`config.mk`:
```
export PLATFORM = sky130hd
export DESIGN_NAME = dma_trigger_front
export DESIGN_NICKNAME = d
export VERILOG_FILES = /design/src/hdl/dma_trig_pkg.sv /design/src/hdl/trigger_latch.sv /design/src/hdl/dma_trigger_front.sv
export SDC_FILE = /design/constraint.sdc
export NUM_CORES = 1
export LEC_CHECK = 0
export BUFFER_PORTS_ARGS = -buffer_cell sky130_fd_sc_hd__buf_2
export CAP_MARGIN = 10
export CORE_AREA = 3 3 213 215
export CTS_CLUSTER_SIZE = 30
export DETAILED_ROUTE_END_ITERATION = 10
export DIE_AREA = 0 0 216 218
export SKIP_CTS_REPAIR_TIMING = 1
export SYNTH_ARGS = -nofsm -noshare
export SYNTH_HDL_FRONTEND = slang
export SYNTH_SLANG_ARGS = --single-unit
```
`constraint.sdc`:
```
create_clock -name clk -period 9.1 [get_ports clk]
set_clock_uncertainty 0.05 [all_clocks]
set_input_delay 1.82 -clock clk [delete_from_list [all_inputs] [get_ports clk]]
set_output_delay 1.82 -clock clk [all_outputs]
set_load 0.1 [all_outputs]
```
`src/hdl/dma_trig_pkg.sv`:
```
// constants and types shared by the dma trigger front end and its latch
// assumes one 200 mhz clock domain and an asynchronous active-low reset
package dma_trig_pkg;

  ////////////////////////////////////////////////////////////////////////////
  // structure
  localparam int NUM_CH = 6;
  localparam int NUM_SRC = 18;
  localparam int SEL_W = 5;
  localparam int CH_W = 3;
  localparam int ADDR_W = 22;
  localparam int DATA_W = 32;
  localparam int HALF_W = 16;
  localparam int BURST_W = 8;
  localparam int PHASE_W = 3;

  ////////////////////////////////////////////////////////////////////////////
  // source select codes, code 0 is software force only
  localparam logic [4:0] SRC_SOFTWARE = 5'h00;
  localparam logic [4:0] SRC_EXT_LINE1 = 5'h01;
  localparam logic [4:0] SRC_EXT_LINE7 = 5'h07;
  localparam logic [4:0] SRC_EXT_LINE13 = 5'h08;
  localparam logic [4:0] SRC_TIMER0 = 5'h09;
  localparam logic [4:0] SRC_TIMER1 = 5'h0a;
  localparam logic [4:0] SRC_TIMER2 = 5'h0b;
  localparam logic [4:0] SRC_SERIAL_A_TX = 5'h0c;
  localparam logic [4:0] SRC_SERIAL_A_RX = 5'h0d;
  localparam logic [4:0] serial_b_transmit_event = 5'h0e;
  localparam logic [4:0] serial_b_receive_event = 5'h0f;

  ////////////////////////////////////////////////////////////////////////////
  // timing in clock cycles
  localparam logic [2:0] WORD_CYCLES = 3'h4;
  localparam logic [2:0] SERIAL_RD_CYCLES = 3'h5;
  localparam int BURST_GAP_CYCLES = 1;

  ////////////////////////////////////////////////////////////////////////////
  // reset values
  localparam logic PEND_RST = 1'b0;
  localparam logic OVF_RST = 1'b0;
  localparam logic [2:0] LAST_CH_RST = 3'h5;
  localparam logic [21:0] ADDR_RST = 22'h000000;
  localparam logic [31:0] DATA_RST = 32'h00000000;

  ////////////////////////////////////////////////////////////////////////////
  // burst sequencer states
  typedef enum logic [3:0] {
    SEQ_IDLE = 4'b0001,
    SEQ_GAP = 4'b0010,
    SEQ_WORD = 4'b0100,
    SEQ_END = 4'b1000
  } seq_state_t;

endpackage

```
`src/hdl/trigger_latch.sv`:
```
// per-channel trigger latch: pending flag, overflow flag, source clear pulse
// assumes the source drops its event within one cycle of the clear pulse
`timescale 1ns/1ps
`default_nettype none

module trigger_latch (
  input wire logic clk,
  input wire logic rst_n,
  input wire logic evt,
  input wire logic input_en,
  input wire logic force_trig,
  input wire logic sw_clear,
  input wire logic burst_start,
  input wire logic in_burst,
  input wire logic ovf_clear,
  output logic pending,
  output logic overflow,
  output logic src_ack
);

  logic pending_ff;
  logic overflow_ff;
  logic ack_hold_ff;
  logic accept;
  logic set_trig;

  ////////////////////////////////////////////////////////////////////////////
  // event acceptance, the hold cycle stops one event counting twice
  assign accept = evt & input_en & ~ack_hold_ff;
  assign set_trig = accept | force_trig;
  assign src_ack = accept;

  // hold after a clear pulse so the dropping event is not seen again
  always_ff @(posedge clk or negedge rst_n) begin
    if (!rst_n) begin
      ack_hold_ff <= 1'b0;
    end else begin
      ack_hold_ff <= accept;
    end
  end

  // pending flag: a new trigger beats any clear in the same cycle
  always_ff @(posedge clk or negedge rst_n) begin
    if (!rst_n) begin
      pending_ff <= dma_trig_pkg::PEND_RST;
    end else if (set_trig) begin
      pending_ff <= 1'b1;
    end else if (burst_start || sw_clear) begin
      pending_ff <= 1'b0;
    end
  end

  // overflow: trigger while one is pending and a burst runs, sticky
  always_ff @(posedge clk or negedge rst_n) begin
    if (!rst_n) begin
      overflow_ff <= dma_trig_pkg::OVF_RST;
    end else if (set_trig && pending_ff && in_burst) begin
      overflow_ff <= 1'b1;
    end else if (ovf_clear) begin
      overflow_ff <= 1'b0;
    end
  end

  assign pending = pending_ff;
  assign overflow = overflow_ff;

endmodule // trigger_latch

`default_nettype wire

```
`src/hdl/dma_trigger_front.sv`:
```
// six-channel dma trigger front end with burst sequencer and transfer bus
// assumes synchronous inputs, a one-cycle read latency on bus_rdata and one
// extra stall cycle when the source is a serial receive data register
//
// Functional notes
// - six channels each select among eighteen sources
// - select field routes source to channel latch
// - trigger sets pending; serviced when enabled and running
// - accepted event returns a clear pulse to source
// - force bit sets pending regardless of select
// - clear bit drops pending regardless of select
// - pending holds until burst starts, then clears
// - new trigger never interrupts the running burst
// - second trigger while pending during a burst sets overflow flag
// - set beats clear in the same cycle
// - sources: software, lines 1-7,13, timers, serial
// - per-channel interrupt on burst start or end
// - channel 1 alone may take higher priority
// - 22-bit address, separate 32-bit read/write buses
// - 16 or 32-bit words, serial ports 16-bit
// - four cycles per word, five for serial reads
// - no internal periodic start, only latched triggers
// - bus reaches memory zones, ram blocks, serial registers
`timescale 1ns/1ps
`default_nettype none

module dma_trigger_front #(
  parameter int NUM_CH = dma_trig_pkg::NUM_CH,
  parameter int NUM_SRC = dma_trig_pkg::NUM_SRC
) (
  input wire logic clk,
  input wire logic rst_n,
  input wire logic [NUM_SRC-1:0] periph_evt,
  output logic [NUM_SRC-1:0] periph_clr,
  input wire logic [NUM_CH*dma_trig_pkg::SEL_W-1:0] trigger_source_select,
  input wire logic [NUM_CH-1:0] trigger_input_enable,
  input wire logic [NUM_CH-1:0] channel_run_status,
  input wire logic [NUM_CH-1:0] trigger_force_bit,
  input wire logic [NUM_CH-1:0] trigger_clear_bit,
  input wire logic [NUM_CH-1:0] overflow_clear,
  input wire logic ch1_high_priority,
  input wire logic [NUM_CH*dma_trig_pkg::BURST_W-1:0] burst_words_m1,
  input wire logic [NUM_CH-1:0] word_size_32,
  input wire logic [NUM_CH-1:0] src_is_serial,
  input wire logic [NUM_CH-1:0] dst_is_serial,
  input wire logic [NUM_CH*dma_trig_pkg::ADDR_W-1:0] src_base,
  input wire logic [NUM_CH*dma_trig_pkg::ADDR_W-1:0] dst_base,
  input wire logic [NUM_CH-1:0] irq_at_end,
  output logic [NUM_CH-1:0] trigger_pending_flag,
  output logic [NUM_CH-1:0] trigger_overflow_flag,
  output logic [NUM_CH-1:0] channel_irq,
  output logic busy,
  output logic [dma_trig_pkg::CH_W-1:0] active_channel,
  output logic [dma_trig_pkg::ADDR_W-1:0] bus_addr,
  output logic bus_rd_en,
  output logic bus_wr_en,
  output logic bus_wide,
  input wire logic [dma_trig_pkg::DATA_W-1:0] bus_rdata,
  output logic [dma_trig_pkg::DATA_W-1:0] bus_wdata
);

  ////////////////////////////////////////////////////////////////////////////
  // elaboration checks
  if (NUM_CH < 2 || NUM_CH > (1 << dma_trig_pkg::CH_W)) begin : g_bad_ch
    $error("channel count not served by the arbiter");
  end
  if (NUM_SRC < 2 || NUM_SRC > (1 << dma_trig_pkg::SEL_W)) begin : g_bad_src
    $error("source count not served by the select field");
  end

  ////////////////////////////////////////////////////////////////////////////
  // declarations
  dma_trig_pkg::seq_state_t state_ff;
  dma_trig_pkg::seq_state_t nxt_state;
  logic [dma_trig_pkg::CH_W-1:0] cur_ch_ff;
  logic [dma_trig_pkg::CH_W-1:0] last_ch_ff;
  logic [dma_trig_pkg::CH_W-1:0] pick_ch;
  logic pick_valid;
  logic [dma_trig_pkg::PHASE_W-1:0] phase_ff;
  logic [dma_trig_pkg::BURST_W-1:0] word_idx_ff;
  logic [dma_trig_pkg::ADDR_W-1:0] offset_ff;
  logic [NUM_CH-1:0] sel_evt;
  logic [NUM_CH-1:0] src_ack;
  logic [NUM_CH-1:0] ready;
  logic [NUM_CH-1:0] start_vec;
  logic [NUM_CH-1:0] irq_ff;
  logic [dma_trig_pkg::ADDR_W-1:0] addr_ff;
  logic rd_ff;
  logic wr_ff;
  logic wide_ff;
  logic [dma_trig_pkg::DATA_W-1:0] wdata_ff;
  logic burst_start;
  logic cur_wide;
  logic cur_src_serial;
  logic [dma_trig_pkg::PHASE_W-1:0] word_last;
  logic [dma_trig_pkg::PHASE_W-1:0] cap_phase;
  logic [dma_trig_pkg::BURST_W-1:0] cur_words_m1;
  logic [dma_trig_pkg::ADDR_W-1:0] cur_src_base;
  logic [dma_trig_pkg::ADDR_W-1:0] cur_dst_base;
  logic [dma_trig_pkg::ADDR_W-1:0] step;
  logic word_done;
  logic burst_done;

  ////////////////////////////////////////////////////////////////////////////
  // per-channel source select and trigger latch
  for (genvar c = 0; c < NUM_CH; c++) begin : g_ch
    logic [dma_trig_pkg::SEL_W-1:0] sel;

    assign sel = trigger_source_select[c*dma_trig_pkg::SEL_W +: dma_trig_pkg::SEL_W];

    // code 0 and codes past the last source route no event
    always_comb begin
      sel_evt[c] = 1'b0;
      if (sel != dma_trig_pkg::SRC_SOFTWARE && int'(sel) < NUM_SRC) begin
        sel_evt[c] = periph_evt[sel];
      end
    end

    // service only with input enable and run status both set
    assign ready[c] = trigger_pending_flag[c] & trigger_input_enable[c]
                      & channel_run_status[c];

    assign start_vec[c] = burst_start && (int'(pick_ch) == c);

    trigger_latch u_latch (
      .clk(clk),
      .rst_n(rst_n),
      .evt(sel_evt[c]),
      .input_en(trigger_input_enable[c]),
      .force_trig(trigger_force_bit[c]),
      .sw_clear(trigger_clear_bit[c]),
      .burst_start(start_vec[c]),
      .in_burst(busy),
      .ovf_clear(overflow_clear[c]),
      .pending(trigger_pending_flag[c]),
      .overflow(trigger_overflow_flag[c]),
      .src_ack(src_ack[c])
    );
  end

  ////////////////////////////////////////////////////////////////////////////
  // clear pulses back to every source that a channel accepted from
  always_comb begin
    periph_clr = '0;
    for (int c = 0; c < NUM_CH; c++) begin
      if (src_ack[c]) begin
        periph_clr[trigger_source_select[c*dma_trig_pkg::SEL_W +: dma_trig_pkg::SEL_W]]
          = 1'b1;
      end
    end
  end

  ////////////////////////////////////////////////////////////////////////////
  // arbitration: round robin after the last served channel, channel 1 first
  // when its high priority mode is on; only evaluated between bursts
  always_comb begin
    int idx;
    idx = 0;
    pick_ch = '0;
    pick_valid = 1'b0;
    if (ch1_high_priority && ready[0]) begin
      pick_valid = 1'b1;
    end else begin
      for (int k = NUM_CH; k >= 1; k--) begin
        idx = (int'(last_ch_ff) + k) % NUM_CH;
        if (ready[idx]) begin
          pick_ch = dma_trig_pkg::CH_W'(idx);
          pick_valid = 1'b1;
        end
      end
    end
  end

  ////////////////////////////////////////////////////////////////////////////
  // current channel configuration
  assign cur_words_m1 = burst_words_m1[cur_ch_ff*dma_trig_pkg::BURST_W +: dma_trig_pkg::BURST_W];
  assign cur_src_base = src_base[cur_ch_ff*dma_trig_pkg::ADDR_W +: dma_trig_pkg::ADDR_W];
  assign cur_dst_base = dst_base[cur_ch_ff*dma_trig_pkg::ADDR_W +: dma_trig_pkg::ADDR_W];
  assign cur_src_serial = src_is_serial[cur_ch_ff];
  // serial data registers only take 16-bit accesses
  assign cur_wide = word_size_32[cur_ch_ff] & ~src_is_serial[cur_ch_ff]
                    & ~dst_is_serial[cur_ch_ff];
  assign step = cur_wide ? 22'h000002 : 22'h000001;
  // serial reads stall the bus one cycle
  assign word_last = cur_src_serial ? (dma_trig_pkg::SERIAL_RD_CYCLES - 3'h1)
                                    : (dma_trig_pkg::WORD_CYCLES - 3'h1);
  assign cap_phase = word_last - 3'h1;
  assign word_done = (state_ff == dma_trig_pkg::SEQ_WORD) && (phase_ff == word_last);
  assign burst_done = word_done && (word_idx_ff == cur_words_m1);
  // burst starts only from a latched trigger
  assign burst_start = (state_ff == dma_trig_pkg::SEQ_IDLE) && pick_valid;

  ////////////////////////////////////////////////////////////////////////////
  // sequencer next state
  always_comb begin
    nxt_state = state_ff;
    case (state_ff)
      dma_trig_pkg::SEQ_IDLE: begin
        if (pick_valid) begin
          nxt_state = dma_trig_pkg::SEQ_GAP;
        end
      end
      dma_trig_pkg::SEQ_GAP: begin
        nxt_state = dma_trig_pkg::SEQ_WORD;
      end
      dma_trig_pkg::SEQ_WORD: begin
        if (burst_done) begin
          nxt_state = dma_trig_pkg::SEQ_END;
        end
      end
      dma_trig_pkg::SEQ_END: begin
        nxt_state = dma_trig_pkg::SEQ_IDLE;
      end
      default: begin
        nxt_state = dma_trig_pkg::SEQ_IDLE;
      end
    endcase
  end

  // state register
  always_ff @(posedge clk or negedge rst_n) begin
    if (!rst_n) begin
      state_ff <= dma_trig_pkg::SEQ_IDLE;
    end else begin
      state_ff <= nxt_state;
    end
  end

  // channel capture at burst start, remembered for round robin
  always_ff @(posedge clk or negedge rst_n) begin
    if (!rst_n) begin
      cur_ch_ff <= '0;
      last_ch_ff <= dma_trig_pkg::LAST_CH_RST;
    end else if (burst_start) begin
      cur_ch_ff <= pick_ch;
      last_ch_ff <= pick_ch;
    end
  end

  // phase and word counters, address offset within the burst
  always_ff @(posedge clk or negedge rst_n) begin
    if (!rst_n) begin
      phase_ff <= '0;
      word_idx_ff <= '0;
      offset_ff <= dma_trig_pkg::ADDR_RST;
    end else if (state_ff != dma_trig_pkg::SEQ_WORD) begin
      phase_ff <= '0;
      word_idx_ff <= '0;
      offset_ff <= dma_trig_pkg::ADDR_RST;
    end else if (word_done) begin
      phase_ff <= '0;
      word_idx_ff <= word_idx_ff + 8'h01;
      offset_ff <= offset_ff + step;
    end else begin
      phase_ff <= phase_ff + 3'h1;
    end
  end

  ////////////////////////////////////////////////////////////////////////////
  // transfer bus: read request in phase 1, write in the cycle after capture
  always_ff @(posedge clk or negedge rst_n) begin
    if (!rst_n) begin
      addr_ff <= dma_trig_pkg::ADDR_RST;
      rd_ff <= 1'b0;
      wr_ff <= 1'b0;
      wide_ff <= 1'b0;
    end else begin
      rd_ff <= 1'b0;
      wr_ff <= 1'b0;
      if (state_ff == dma_trig_pkg::SEQ_WORD && phase_ff == '0) begin
        addr_ff <= cur_src_base + offset_ff;
        rd_ff <= 1'b1;
        wide_ff <= cur_wide;
      end else if (state_ff == dma_trig_pkg::SEQ_WORD && phase_ff == cap_phase) begin
        addr_ff <= cur_dst_base + offset_ff;
        wr_ff <= 1'b1;
        wide_ff <= cur_wide;
      end
    end
  end

  // write data captured from the read bus, upper half zero for 16-bit
  always_ff @(posedge clk or negedge rst_n) begin
    if (!rst_n) begin
      wdata_ff <= dma_trig_pkg::DATA_RST;
    end else if (state_ff == dma_trig_pkg::SEQ_WORD && phase_ff == cap_phase) begin
      wdata_ff <= cur_wide ? bus_rdata
                           : {{dma_trig_pkg::HALF_W{1'b0}},
                              bus_rdata[dma_trig_pkg::HALF_W-1:0]};
    end
  end

  ////////////////////////////////////////////////////////////////////////////
  // channel interrupt pulse at burst start or at burst end
  always_ff @(posedge clk or negedge rst_n) begin
    if (!rst_n) begin
      irq_ff <= '0;
    end else begin
      for (int c = 0; c < NUM_CH; c++) begin
        irq_ff[c] <= (start_vec[c] && !irq_at_end[c])
                     || (burst_done && int'(cur_ch_ff) == c && irq_at_end[c]);
      end
    end
  end

  ////////////////////////////////////////////////////////////////////////////
  // outputs
  assign channel_irq = irq_ff;
  assign busy = (state_ff != dma_trig_pkg::SEQ_IDLE);
  assign active_channel = cur_ch_ff;
  assign bus_addr = addr_ff;
  assign bus_rd_en = rd_ff;
  assign bus_wr_en = wr_ff;
  assign bus_wide = wide_ff;
  assign bus_wdata = wdata_ff;

endmodule // dma_trigger_front

`default_nettype wire

```
==> results by group, run 1 <==
Status
  – Status: finished clean

Global routing
  – Via count of the first global-routing pass: 12,800
  – GRT Total Usage: 24.8%
  – Pin count of the biggest net entering global routing: 67
  – Overflow after GRT: 0
  – Global-route wire length before repair: 86.1 mm
  – Antenna violations before repair: 28

STA
  – Post-Route Setup TNS: 0 ns
  – RSZ-0062 raised after global routing: no
  – Slack of the critical path: 2.57 ns
  – Worst-margin pin slew: 0.914 ns
  – Rel. slew slack: 39.0%
  – Final Cycle Share: 71.7%
  – Final Hold Vio Count: 0
  – Post-layout minimum cycle time: 6.53 ns
  – FMAX: 153 MHz
  – Endpoints failing setup: 0
  – Max Slew Vio Count: 0

Logic synthesis
  – Sequential share of the synthesized area: 25.7%
  – Cells after Synth: 1,317
  – Area fraction of the dominant cell type after synthesis: 25.1%
  – #FFs+latches synth: 123
  – Yosys cell types: 92
  – Leading area contributor after synthesis: dfrtp_1
  – Top cells by count, synth: 188 x nand2_1, 120 x dfrtp_1, 102 x mux4_2
  – Synth Net Count: 1,808
  – Synthesized area per cell: 9.10 sq um
  – Main synth FF type: dfrtp_1
  – Post-synth ARST share: 100%
  – Synth Cell Area: 12,000 sq um
  – Most common cell in the netlist: nand2_1
  – Syn. warnings: 0
  – Post-synth EDFFs: 0
  – Largest cells by area after synthesis: dfrtp_1 25%, mux4_2 19%, nand2_1 5.9%

Worst setup path
  – Worst Setup Start Kind: input pin
  – CP startpoint: trigger_source_select[26]
  – Crit path max fanout: 13
  – Crit path required time: 7.23 ns
  – Worst r2r dst: bus_addr[14]
  – R2R depth: 18
  – Setup CP Type: in -> out
  – Crit path capture: periph_clr[5]
  – Worst R2R Start: state_ff[1]
  – Critical Path Sink Type: output pin
  – CP arrival: 4.66 ns
  – Reg2reg setup slack: 3.03 ns

Die
  – Die area: 47,100 sq um
  – Die width: 216 microns
  – Row count: 77
  – IO Count: 546
  – Core area: 43,900 sq um
  – DIE HEIGHT: 218 microns
  – Initial Util: 27.3%

Clock tree
  – Clock-pin slew on the worst setup and hold paths: 0.06 ns
  – CTS HTree Levels: 4
  – Total CTS buffers: 17
  – CTS tree: built
  – Clk buf depth: 2
  – CTS root buffer: clkbuf_16
  – Sink Count: 123
  – Clk Latency, worst-skew pair: 0.45 ns

Power
  – P per Cell Area: 287 nW/um^2
  – Clock Power Share: 15.9%
  – Switch share: 56.6%
  – LEAKAGE: 7.51 nW
  – Peak VDD IR: 0.268 mV
  – Switch Pwr: 0.00257 W
  – Internal Power: 0.00197 W
  – Combinational group share of total power: 66.0%
  – Flop pwr share: 18.1%

Placed design
  – DP Wirelength: 50.2 mm
  – Routability cong.: 0.974
  – Pre-CTS WS: 2.63 ns
  – DP Cell Count: 2,382
  – Dpl cell area: 15,200 sq um
  – Port bufs: 544

Cells and area
  – FILL cells: 4,546
  – Non-filler cells, final: 2,426
  – P&R area growth vs syn: 32.1%
  – Layout cell share with drive strength beyond 1: 41.0%
  – Fin util: 36.0%
  – Final instance area: 15,800 sq um
  – Fin nets: 2,300

Detailed routing
  – Via-per-instance ratio: 5.55
  – Post-route ant nets: 0
  – Drt drc: 0
  – Drt total wl: 61.1 mm
  – TritonRoute pass-1 iters: 6
  – Routed vias: 13,500
  – Routed length per instance: 25.2 microns
  – Iter 0 DRT Violations: 1,638

Worst hold path
  – Hold Path Class: reg -> reg

Run
  – Max-capacitance violation count: 0
[stage by stage]
| stage | hold WS (ns) | total power, W |
|---|---|---|
| 2_1_floorplan | 0.381 | 0.00304 |
| 3_3_place_gp | 0.399 | 0.00376 |
| 3_5_place_dp | 0.402 | 0.00380 |
| 4_1_cts | 0.415 | 0.00455 |
| 5_1_grt | 0.425 | 0.00476 |
| 6_report | 0.410 | 0.00454 |
[sequential cells by signal, indices dropped and copies added, names as in the netlist]
| name | flops |
|---|---|
| channel_irq | 6 |
| bus_wr_en | 1 |
| bus_wdata | 32 |
| g_ch.u_latch.pending | 6 |
| phase_ff | 3 |
| bus_wide | 1 |
| word_idx_ff | 8 |
| offset_ff | 22 |
| active_channel | 3 |
| g_ch.u_latch.ack_hold_ff | 6 |
| state_ff | 4 |
| g_ch.u_latch.overflow | 6 |
| bus_addr | 22 |
| bus_rd_en | 1 |
| last_ch_ff | 2 |
[cell families (layout without fill, tap and decap cells)]
logic type	Yosys count	after routing	synth area share (%)
AO/OA/AOI/OAI	252	252	13.9
XOR/XNOR	51	51	3.92
adder cells (fa/ha/maj)	42	42	4.51
buffers and inverters	133	637	5.04
flip-flops	123	123	25.7
multiplexers	162	162	24.3
other	1	14	0.0313
AND/OR/NAND/NOR	553	553	22.6
[power by group through the flow]
stage	sequential, W	clock [W]	combinational, W
2_1_floorplan	0.00146	0	0.00158
3_5_place_dp	0.000830	0	0.00297
5_1_grt	0.000840	0.000762	0.00316
3_3_place_gp	0.000826	0	0.00294
4_1_cts	0.000821	0.000743	0.00298
6_report	0.000820	0.000723	0.00300
[cell usage in the layout (no fill, tap or decap), types with 7 or more instances in the layout]
cell       synthesis  layout
o21ai_0           68      68
or3_1             17      17
mux4_2           102     102
nand3b_1           9       9
dfrtp_1          120     118
o31ai_1            7       7
a211oi_1          16      16
buf_2             21     543
or2_2              7       7
xnor2_1           21      21
and3_1            15      15
diode_2            0      13
mux2_2             7       7
nor2b_1           20      20
nand2_1          188     188
xor2_1            27      27
a21oi_1           53      53
buf_4             17      18
clkbuf_16          0      17
a21o_1            12      12
mux2i_1           52      51
nand2b_1          22      22
nand3_1           90      90
inv_1             39      38
and2_1             7       7
nand4_1           17      17
o22ai_1           13      13
ha_1              40      40
nor3_1            29      28
nor2_1            94      93
[worst min path at each step]
stage	from	end	cells after the start
after global routing	bus_wdata[24]	bus_wdata[24]	2
after global placement	bus_wdata[20]	bus_wdata[20]	2
after floorplan	g_ch[4].u_latch.ack_hold_ff	g_ch[4].u_latch.ack_hold_ff	1
final	bus_wdata[22]	bus_wdata[22]	2
after CTS	bus_wdata[22]	bus_wdata[22]	2
after detailed placement	bus_wdata[22]	bus_wdata[22]	2
[critical path: stages]
cell       delay [ns]
buf_2            0.22
or3_1            0.42
a2111oi_0        0.54
o211ai_1         0.25
or3b_1           0.50
a2bb2oi_1        0.15
o21ai_0          0.10
a21oi_1          0.09
nand3_1          0.13
buf_2            0.43
[cell type report]
type / count / area (sq um) / share of cell area (%)
multi-input cells: 1061 / 8330 / 52.6
flip-flops and latches: 123 / 3090 / 19.5
repair buffers: 562 / 2860 / 18.1
well taps: 592 / 741 / 4.68
clock buffers: 18 / 439 / 2.78
clock inverters: 13 / 165 / 1.04
inverters: 44 / 165 / 1.04
diodes: 13 / 32.5 / 0.206
[layer usage]
layer  GRT usage, %  vias up  share of wire (%)
met5              0        -               0.31
met4           5.98       28                2.3
met3           11.0      121                 13
met2           38.3      901                 44
met1           31.9     6498                 40
li1               -     5905                  -
Note: power is estimated with default switching activity, not from simulation.
==> run 2: changes to the inputs <==
- CORE_AREA: 3 3 213 215 -> 3 3 209 211
- DIE_AREA: 0 0 216 218 -> 0 0 212 214
- clock period: 9.1 -> 6.4 ns (I/O delays scaled with it)
==> run 2 against run 1 <==
Worst setup slack got worse by 1.6 ns. Via count fell by 1.7%. Sequential cell count is the same. Die area down 3.7%. Non-clock buffer count grew 2. Register-to-register slack got worse by 2.0 ns. Clock-buffer cell count stayed put. First-iteration DRC count is 9.8% lower. Cell area is 0.56% lower. Sequential power is 49% higher.
==> results by group, run 2 (same netlist as run 1, synthesis figures left out) <==
Clock tree
  – Clk Latency, worst-skew pair: 0.42 ns
  – CTS HTree Levels: 4
  – CTS root buffer: clkbuf_16
  – Clock-pin slew on the worst setup and hold paths: 0.06 ns
  – Clk buf depth: 2
  – CTS tree: built
  – Sink Count: 123
  – Total CTS buffers: 17

Power
  – LEAKAGE: 7.51 nW
  – Combinational group share of total power: 65.2%
  – Peak VDD IR: 0.292 mV
  – Internal Power: 0.00274 W
  – Switch share: 57.1%
  – Switch Pwr: 0.00365 W
  – Clock Power Share: 15.8%
  – P per Cell Area: 406 nW/um^2
  – Flop pwr share: 19.0%

STA
  – Max Slew Vio Count: 0
  – Post-Route Setup TNS: 0 ns
  – Final Hold Vio Count: 0
  – Slack of the critical path: 0.967 ns
  – Min Hold Slack: 0.412 ns
  – Final Cycle Share: 84.9%
  – FMAX: 184 MHz
  – Worst-margin pin slew: 0.891 ns
  – Post-layout minimum cycle time: 5.43 ns
  – Endpoints failing setup: 0
  – RSZ-0062 raised after global routing: no
  – Rel. slew slack: 39.9%

Detailed routing
  – Iter 0 DRT Violations: 1,477
  – Routed vias: 13,200
  – Via-per-instance ratio: 5.59
  – Routed length per instance: 26.0 microns
  – Post-route ant nets: 0
  – Drt total wl: 61.4 mm
  – TritonRoute pass-1 iters: 5
  – Drt drc: 0

Run
  – Max-capacitance violation count: 0

Global routing
  – GRT Total Usage: 26.1%
  – Pin count of the biggest net entering global routing: 92
  – Via count of the first global-routing pass: 13,000
  – Overflow after GRT: 0
  – Antenna violations before repair: 12
  – Global-route wire length before repair: 87.8 mm

Worst hold path
  – Hold path start: bus_wdata[21]
  – Hold path depth: 2
  – Hold EP: bus_wdata[21]
  – Hold Path Class: reg -> reg

Placed design
  – Port bufs: 544
  – Pre-CTS WS: 0.997 ns
  – Routability cong.: 1.03
  – DP Wirelength: 50.7 mm

Worst setup path
  – Reg2reg setup slack: 1.06 ns
  – Worst R2R Start: state_ff[1]
  – CP arrival: 4.10 ns
  – Critical Path Sink Type: output pin
  – Crit path max fanout: 13
  – Worst r2r dst: bus_addr[19]
  – Setup CP Type: in -> out
  – Crit path required time: 5.07 ns
  – R2R depth: 16
  – Worst Setup Start Kind: input pin

Cells and area
  – Fin nets: 2,302
  – Layout cell share with drive strength beyond 1: 41.0%
  – P&R area growth vs syn: 31.3%
  – Most common cell after layout, fill and taps aside: buf_2
  – Max reg flops: 32
  – Most frequent cells in the layout: 543 x buf_2, 188 x nand2_1, 118 x dfrtp_1

Die
  – Die width: 212 microns
  – IO Count: 546
  – Die area: 45,400 sq um
  – Row count: 75
  – Initial Util: 28.6%
  – Core area: 41,900 sq um
  – DIE HEIGHT: 214 microns

Status
  – Status: finished clean
-- run 2: cell count changes in the layout (fill, tap and decap cells not counted), sizes merged --
cell      before  now
diode         13    1
inv           48   53
clkinv         5    1
buf          562  564
bufinv         3    1
clkinvlp       1    3
-- run 2: through the flow --
| stage | instances | instance area [sq um] | util, % | total power, W |
|---|---|---|---|---|
| CTS | 2363 | 15700 | 37.5 | 0.00641 |
| global placement | 2331 | 15100 | 36.1 | 0.00534 |
| finish | 2364 | 15700 | 37.5 | 0.00639 |
| global route | 2364 | 15700 | 37.5 | 0.00675 |
| detailed placement | 2331 | 15100 | 36.1 | 0.00537 |
| floorplan | 1317 | 12000 | - | 0.00432 |
-- run 2: worst max-delay path by stage --
| stage | end | startpoint | slack (ns) | cells after the start |
|---|---|---|---|---|
| floorplan | periph_clr[16] | trigger_source_select[10] | 0.06 | 9 |
| global placement | periph_clr[4] | trigger_source_select[26] | 0.89 | 9 |
| detailed placement | periph_clr[4] | trigger_source_select[26] | 1.0 | 9 |
| CTS | periph_clr[5] | trigger_source_select[26] | 1.0 | 10 |
| global route | bus_addr[20] | state_ff[1] | 0.68 | 16 |
| finish | periph_clr[4] | trigger_source_select[26] | 0.97 | 9 |
-- run 2: layout make-up --
type                            instances  area [sq um]
Inverter                               44           165
Fill cell                            4346         26200
Clock buffer                           18           439
Timing Repair Buffer                  564          2890
Sequential cell                       123          3090
Tap cell                              539           674
Antenna cell                            1          2.50
Clock inverter                         14           148
Multi-Input combinational cell       1061          8330
-- run 2: worst max-delay path, cell delays in order --
cell	delay, ns
buf_2	0.20
or3_1	0.41
a2111oi_0	0.51
o211ai_1	0.23
or3b_1	0.53
nor3_1	0.25
a211oi_1	0.11
nand4_1	0.15
buf_2	0.43
-- run 2: power by group through the flow --
stage | logic (W) | clock network [W] | registers, W
6_report | 0.00416 | 0.00101 | 0.00122
2_1_floorplan | 0.00224 | 0 | 0.00208
3_5_place_dp | 0.00415 | 0 | 0.00123
4_1_cts | 0.00416 | 0.00104 | 0.00122
3_3_place_gp | 0.00411 | 0 | 0.00122
5_1_grt | 0.00444 | 0.00107 | 0.00124
-- run 2: per-layer routing --
| metal | up-vias | track usage [%] | part of all wire (%) |
|---|---|---|---|
| met4 | 14 | 4.62 | 1.6 |
| li1 | 5884 | - | - |
| met3 | 77 | 7.07 | 11 |
| met5 | - | 0 | 0.15 |
| met2 | 790 | 41.2 | 45 |
| met1 | 6457 | 36.3 | 42 |
==> run 3: changes to the inputs <==
- ABC_AREA: unset -> 1
- clock period: 6.4 -> 5.2 ns (I/O delays scaled with it)
==> run 3 against run 2 <==
Sequential power grew 9.8%. Area after synthesis rose by 0.61%. Global-route usage rose by 1.4 points. Via count grew 21%. Critical endpoint is now bus_addr[19]. Synthesized cell count increased by 46%. Clock power rose by 27%. Sequential share of layout area shrank 0.45 points. Combinational power up 41%. Worst setup slack worse by 0.60 ns. Hold slack got worse by 0.0029 ns. Critical path type is now reg -> reg.
==> results by group, run 3 <==
Detailed routing
  – TritonRoute pass-1 iters: 5
  – Via-per-instance ratio: 5.32
  – Post-route ant nets: 0
  – Drt drc: 0
  – Iter 0 DRT Violations: 1,192
  – Drt total wl: 65.3 mm
  – Routed vias: 15,900
  – Routed length per instance: 21.8 microns

Placed design
  – Routability cong.: 0.967
  – DP Wirelength: 53.8 mm
  – Pre-CTS WS: 0.123 ns
  – Port bufs: 544

Logic synthesis
  – Synth Cell Area: 12,100 sq um
  – Cells after Synth: 1,918
  – Leading area contributor after synthesis: dfrtp_1
  – Sequential share of the synthesized area: 25.6%
  – Synthesized area per cell: 6.28 sq um
  – Area fraction of the dominant cell type after synthesis: 24.9%
  – Yosys cell types: 58
  – Syn. warnings: 0
  – Post-synth ARST share: 100%
  – Synth Net Count: 2,409
  – Post-synth EDFFs: 0
  – Main synth FF type: dfrtp_1
  – #FFs+latches synth: 123
  – Largest cells by area after synthesis: dfrtp_1 25%, nand2_1 15%, nor2_1 6.5%
  – Top cells by count, synth: 480 x nand2_1, 208 x nor2_1, 185 x inv_1
  – Most common cell in the netlist: nand2_1

Cells and area
  – Layout cell share with drive strength beyond 1: 28.0%
  – Most frequent cells in the layout: 543 x buf_2, 479 x nand2_1, 208 x nor2_1
  – Most common cell after layout, fill and taps aside: buf_2
  – Fin nets: 2,931
  – P&R area growth vs syn: 33.4%
  – Max reg flops: 32
  – Fin util: 38.3%
  – FILL cells: 4,584

Die
  – Initial Util: 28.7%
  – Row count: 75
  – IO Count: 546
  – DIE HEIGHT: 214 microns
  – Core area: 41,900 sq um
  – Die width: 212 microns
  – Die area: 45,400 sq um

Worst setup path
  – CP arrival: 5.05 ns
  – Setup CP Type: reg -> reg
  – Crit path required time: 5.42 ns
  – CP startpoint: phase_ff[1]
  – Worst Setup Start Kind: register
  – Worst R2R Start: phase_ff[1]
  – Critical Path Sink Type: register
  – Crit path max fanout: 25

Clock tree
  – Sink Count: 123
  – Clk Latency, worst-skew pair: 0.43 ns
  – CTS root buffer: clkbuf_16
  – Clk buf depth: 2
  – CTS HTree Levels: 4
  – Total CTS buffers: 17
  – CTS tree: built
  – Clock-pin slew on the worst setup and hold paths: 0.06 ns

Global routing
  – GRT Total Usage: 27.5%
  – Pin count of the biggest net entering global routing: 63
  – Overflow after GRT: 0
  – Antenna violations before repair: 9
  – Via count of the first global-routing pass: 15,600
  – Global-route wire length before repair: 94.9 mm

STA
  – Endpoints failing setup: 0
  – Post-Route Setup TNS: 0 ns
  – Post-layout minimum cycle time: 4.83 ns
  – Final Cycle Share: 92.9%
  – Slack of the critical path: 0.367 ns
  – RSZ-0062 raised after global routing: no
  – Worst-margin pin slew: 0.984 ns
  – Rel. slew slack: 34.3%
  – Final Hold Vio Count: 0
  – Max Slew Vio Count: 0
  – Min Hold Slack: 0.409 ns
  – FMAX: 207 MHz

Status
  – Status: finished clean

Power
  – P per Cell Area: 527 nW/um^2
  – LEAKAGE: 8.26 nW
  – Peak VDD IR: 0.279 mV
  – PnR Total Power: 0.00847 W

Worst hold path
  – Hold Path Class: reg -> reg
  – Hold path start: word_idx_ff[5]

Run
  – Max-capacitance violation count: 0
==> run 3: cell types whose count changed in the layout (fill, tap and decap cells not counted), moves of 25 or more <==
| cell | delta |
|---|---|
| nand2_1 | +291 |
| o21ai_0 | +82 |
| buf_4 | +26 |
| mux2i_1 | -51 |
| a21oi_1 | +101 |
| nor2_1 | +114 |
| o22ai_1 | +54 |
| mux4_2 | -102 |
| inv_1 | +146 |
| nand3_1 | +25 |
==> run 3: cell families (layout without fill, tap and decap cells) <==
logic type / Yosys count / count (layout) / synth area share [%]
AND/OR/NAND/NOR: 916 / 916 / 32.1
AO/OA/AOI/OAI: 491 / 491 / 23.7
buffers and inverters: 289 / 824 / 9.73
flip-flops: 123 / 123 / 25.6
adder cells (fa/ha/maj): 42 / 42 / 4.48
XOR/XNOR: 40 / 40 / 2.97
multiplexers: 16 / 16 / 1.49
other: 1 / 5 / 0.0311
==> run 3: cell type report <==
| class | count | area [sq um] | area share (%) |
|---|---|---|---|
| inverters | 202 | 761 | 4.73 |
| flip-flops and latches | 123 | 3080 | 19.2 |
| clock inverters | 10 | 136 | 0.848 |
| multi-input cells | 1506 | 7840 | 48.7 |
| diodes | 4 | 10.0 | 0.0622 |
| well taps | 539 | 674 | 4.19 |
| repair buffers | 590 | 3100 | 19.2 |
| clock buffers | 22 | 484 | 3.01 |
==> run 3: where the power goes <==
part / leakage, nW / total, W / switching [W] / internal, W
logic: 6.32 / 0.00585 / 0.00426 / 0.00160
clock network: 0.299 / 0.00128 / 0.000475 / 0.000804
registers: 1.63 / 0.00134 / 0.000203 / 0.00114
total: 8.26 / 0.00847 / 0.00493 / 0.00354
==> run 3: worst paths after layout <==
| path | endpoint | slack (ns) | depth (start not counted) |
|---|---|---|---|
| max | bus_addr[19] | 0.37 | 22 |
| min | word_idx_ff[5] | 0.41 | 1 |
| max reg2reg | bus_addr[19] | 0.37 | 22 |
| min reg2reg | word_idx_ff[5] | 0.41 | 1 |
| max in group asynchronous | state_ff[0] | 3.57 | 2 |
| min in group asynchronous | bus_wdata[27] | 0.64 | 1 |
==> run 3: per-layer routing <==
metal	global-route usage (%)	vias to the layer above	part of all wire, %
li1	-	7553	-
met1	33.3	7470	41
met2	48.0	777	48
met3	3.62	133	6.1
met4	13.1	0	5.1
met5	0	-	0
==> run 3: stage by stage <==
step | cell area (sq um) | instances
after global placement | 15400 | 2960
after detailed placement | 15400 | 2960
final | 16100 | 2996
after floorplan | 12100 | 1918
after global routing | 16100 | 2996
after CTS | 16100 | 2992
==> run 3: worst max-delay path, stage by stage (launching register included) <==
cell	delay (ns)
dfrtp_1	0.40
inv_1	0.11
ha_1	0.21
nand3_4	0.12
inv_4	0.29
buf_4	0.33
nand2_1	0.11
a221oi_2	0.47
buf_4	0.20
a21oi_1	0.11
a31oi_1	0.37
ha_1	0.26
nand3_1	0.12
o211ai_1	0.28
nand2_1	0.08
nand2_1	0.13
a21o_1	0.21
a21oi_1	0.12
o21ai_1	0.26
nand3_1	0.11
nand2_1	0.08
xor2_1	0.13
o21ai_0	0.09
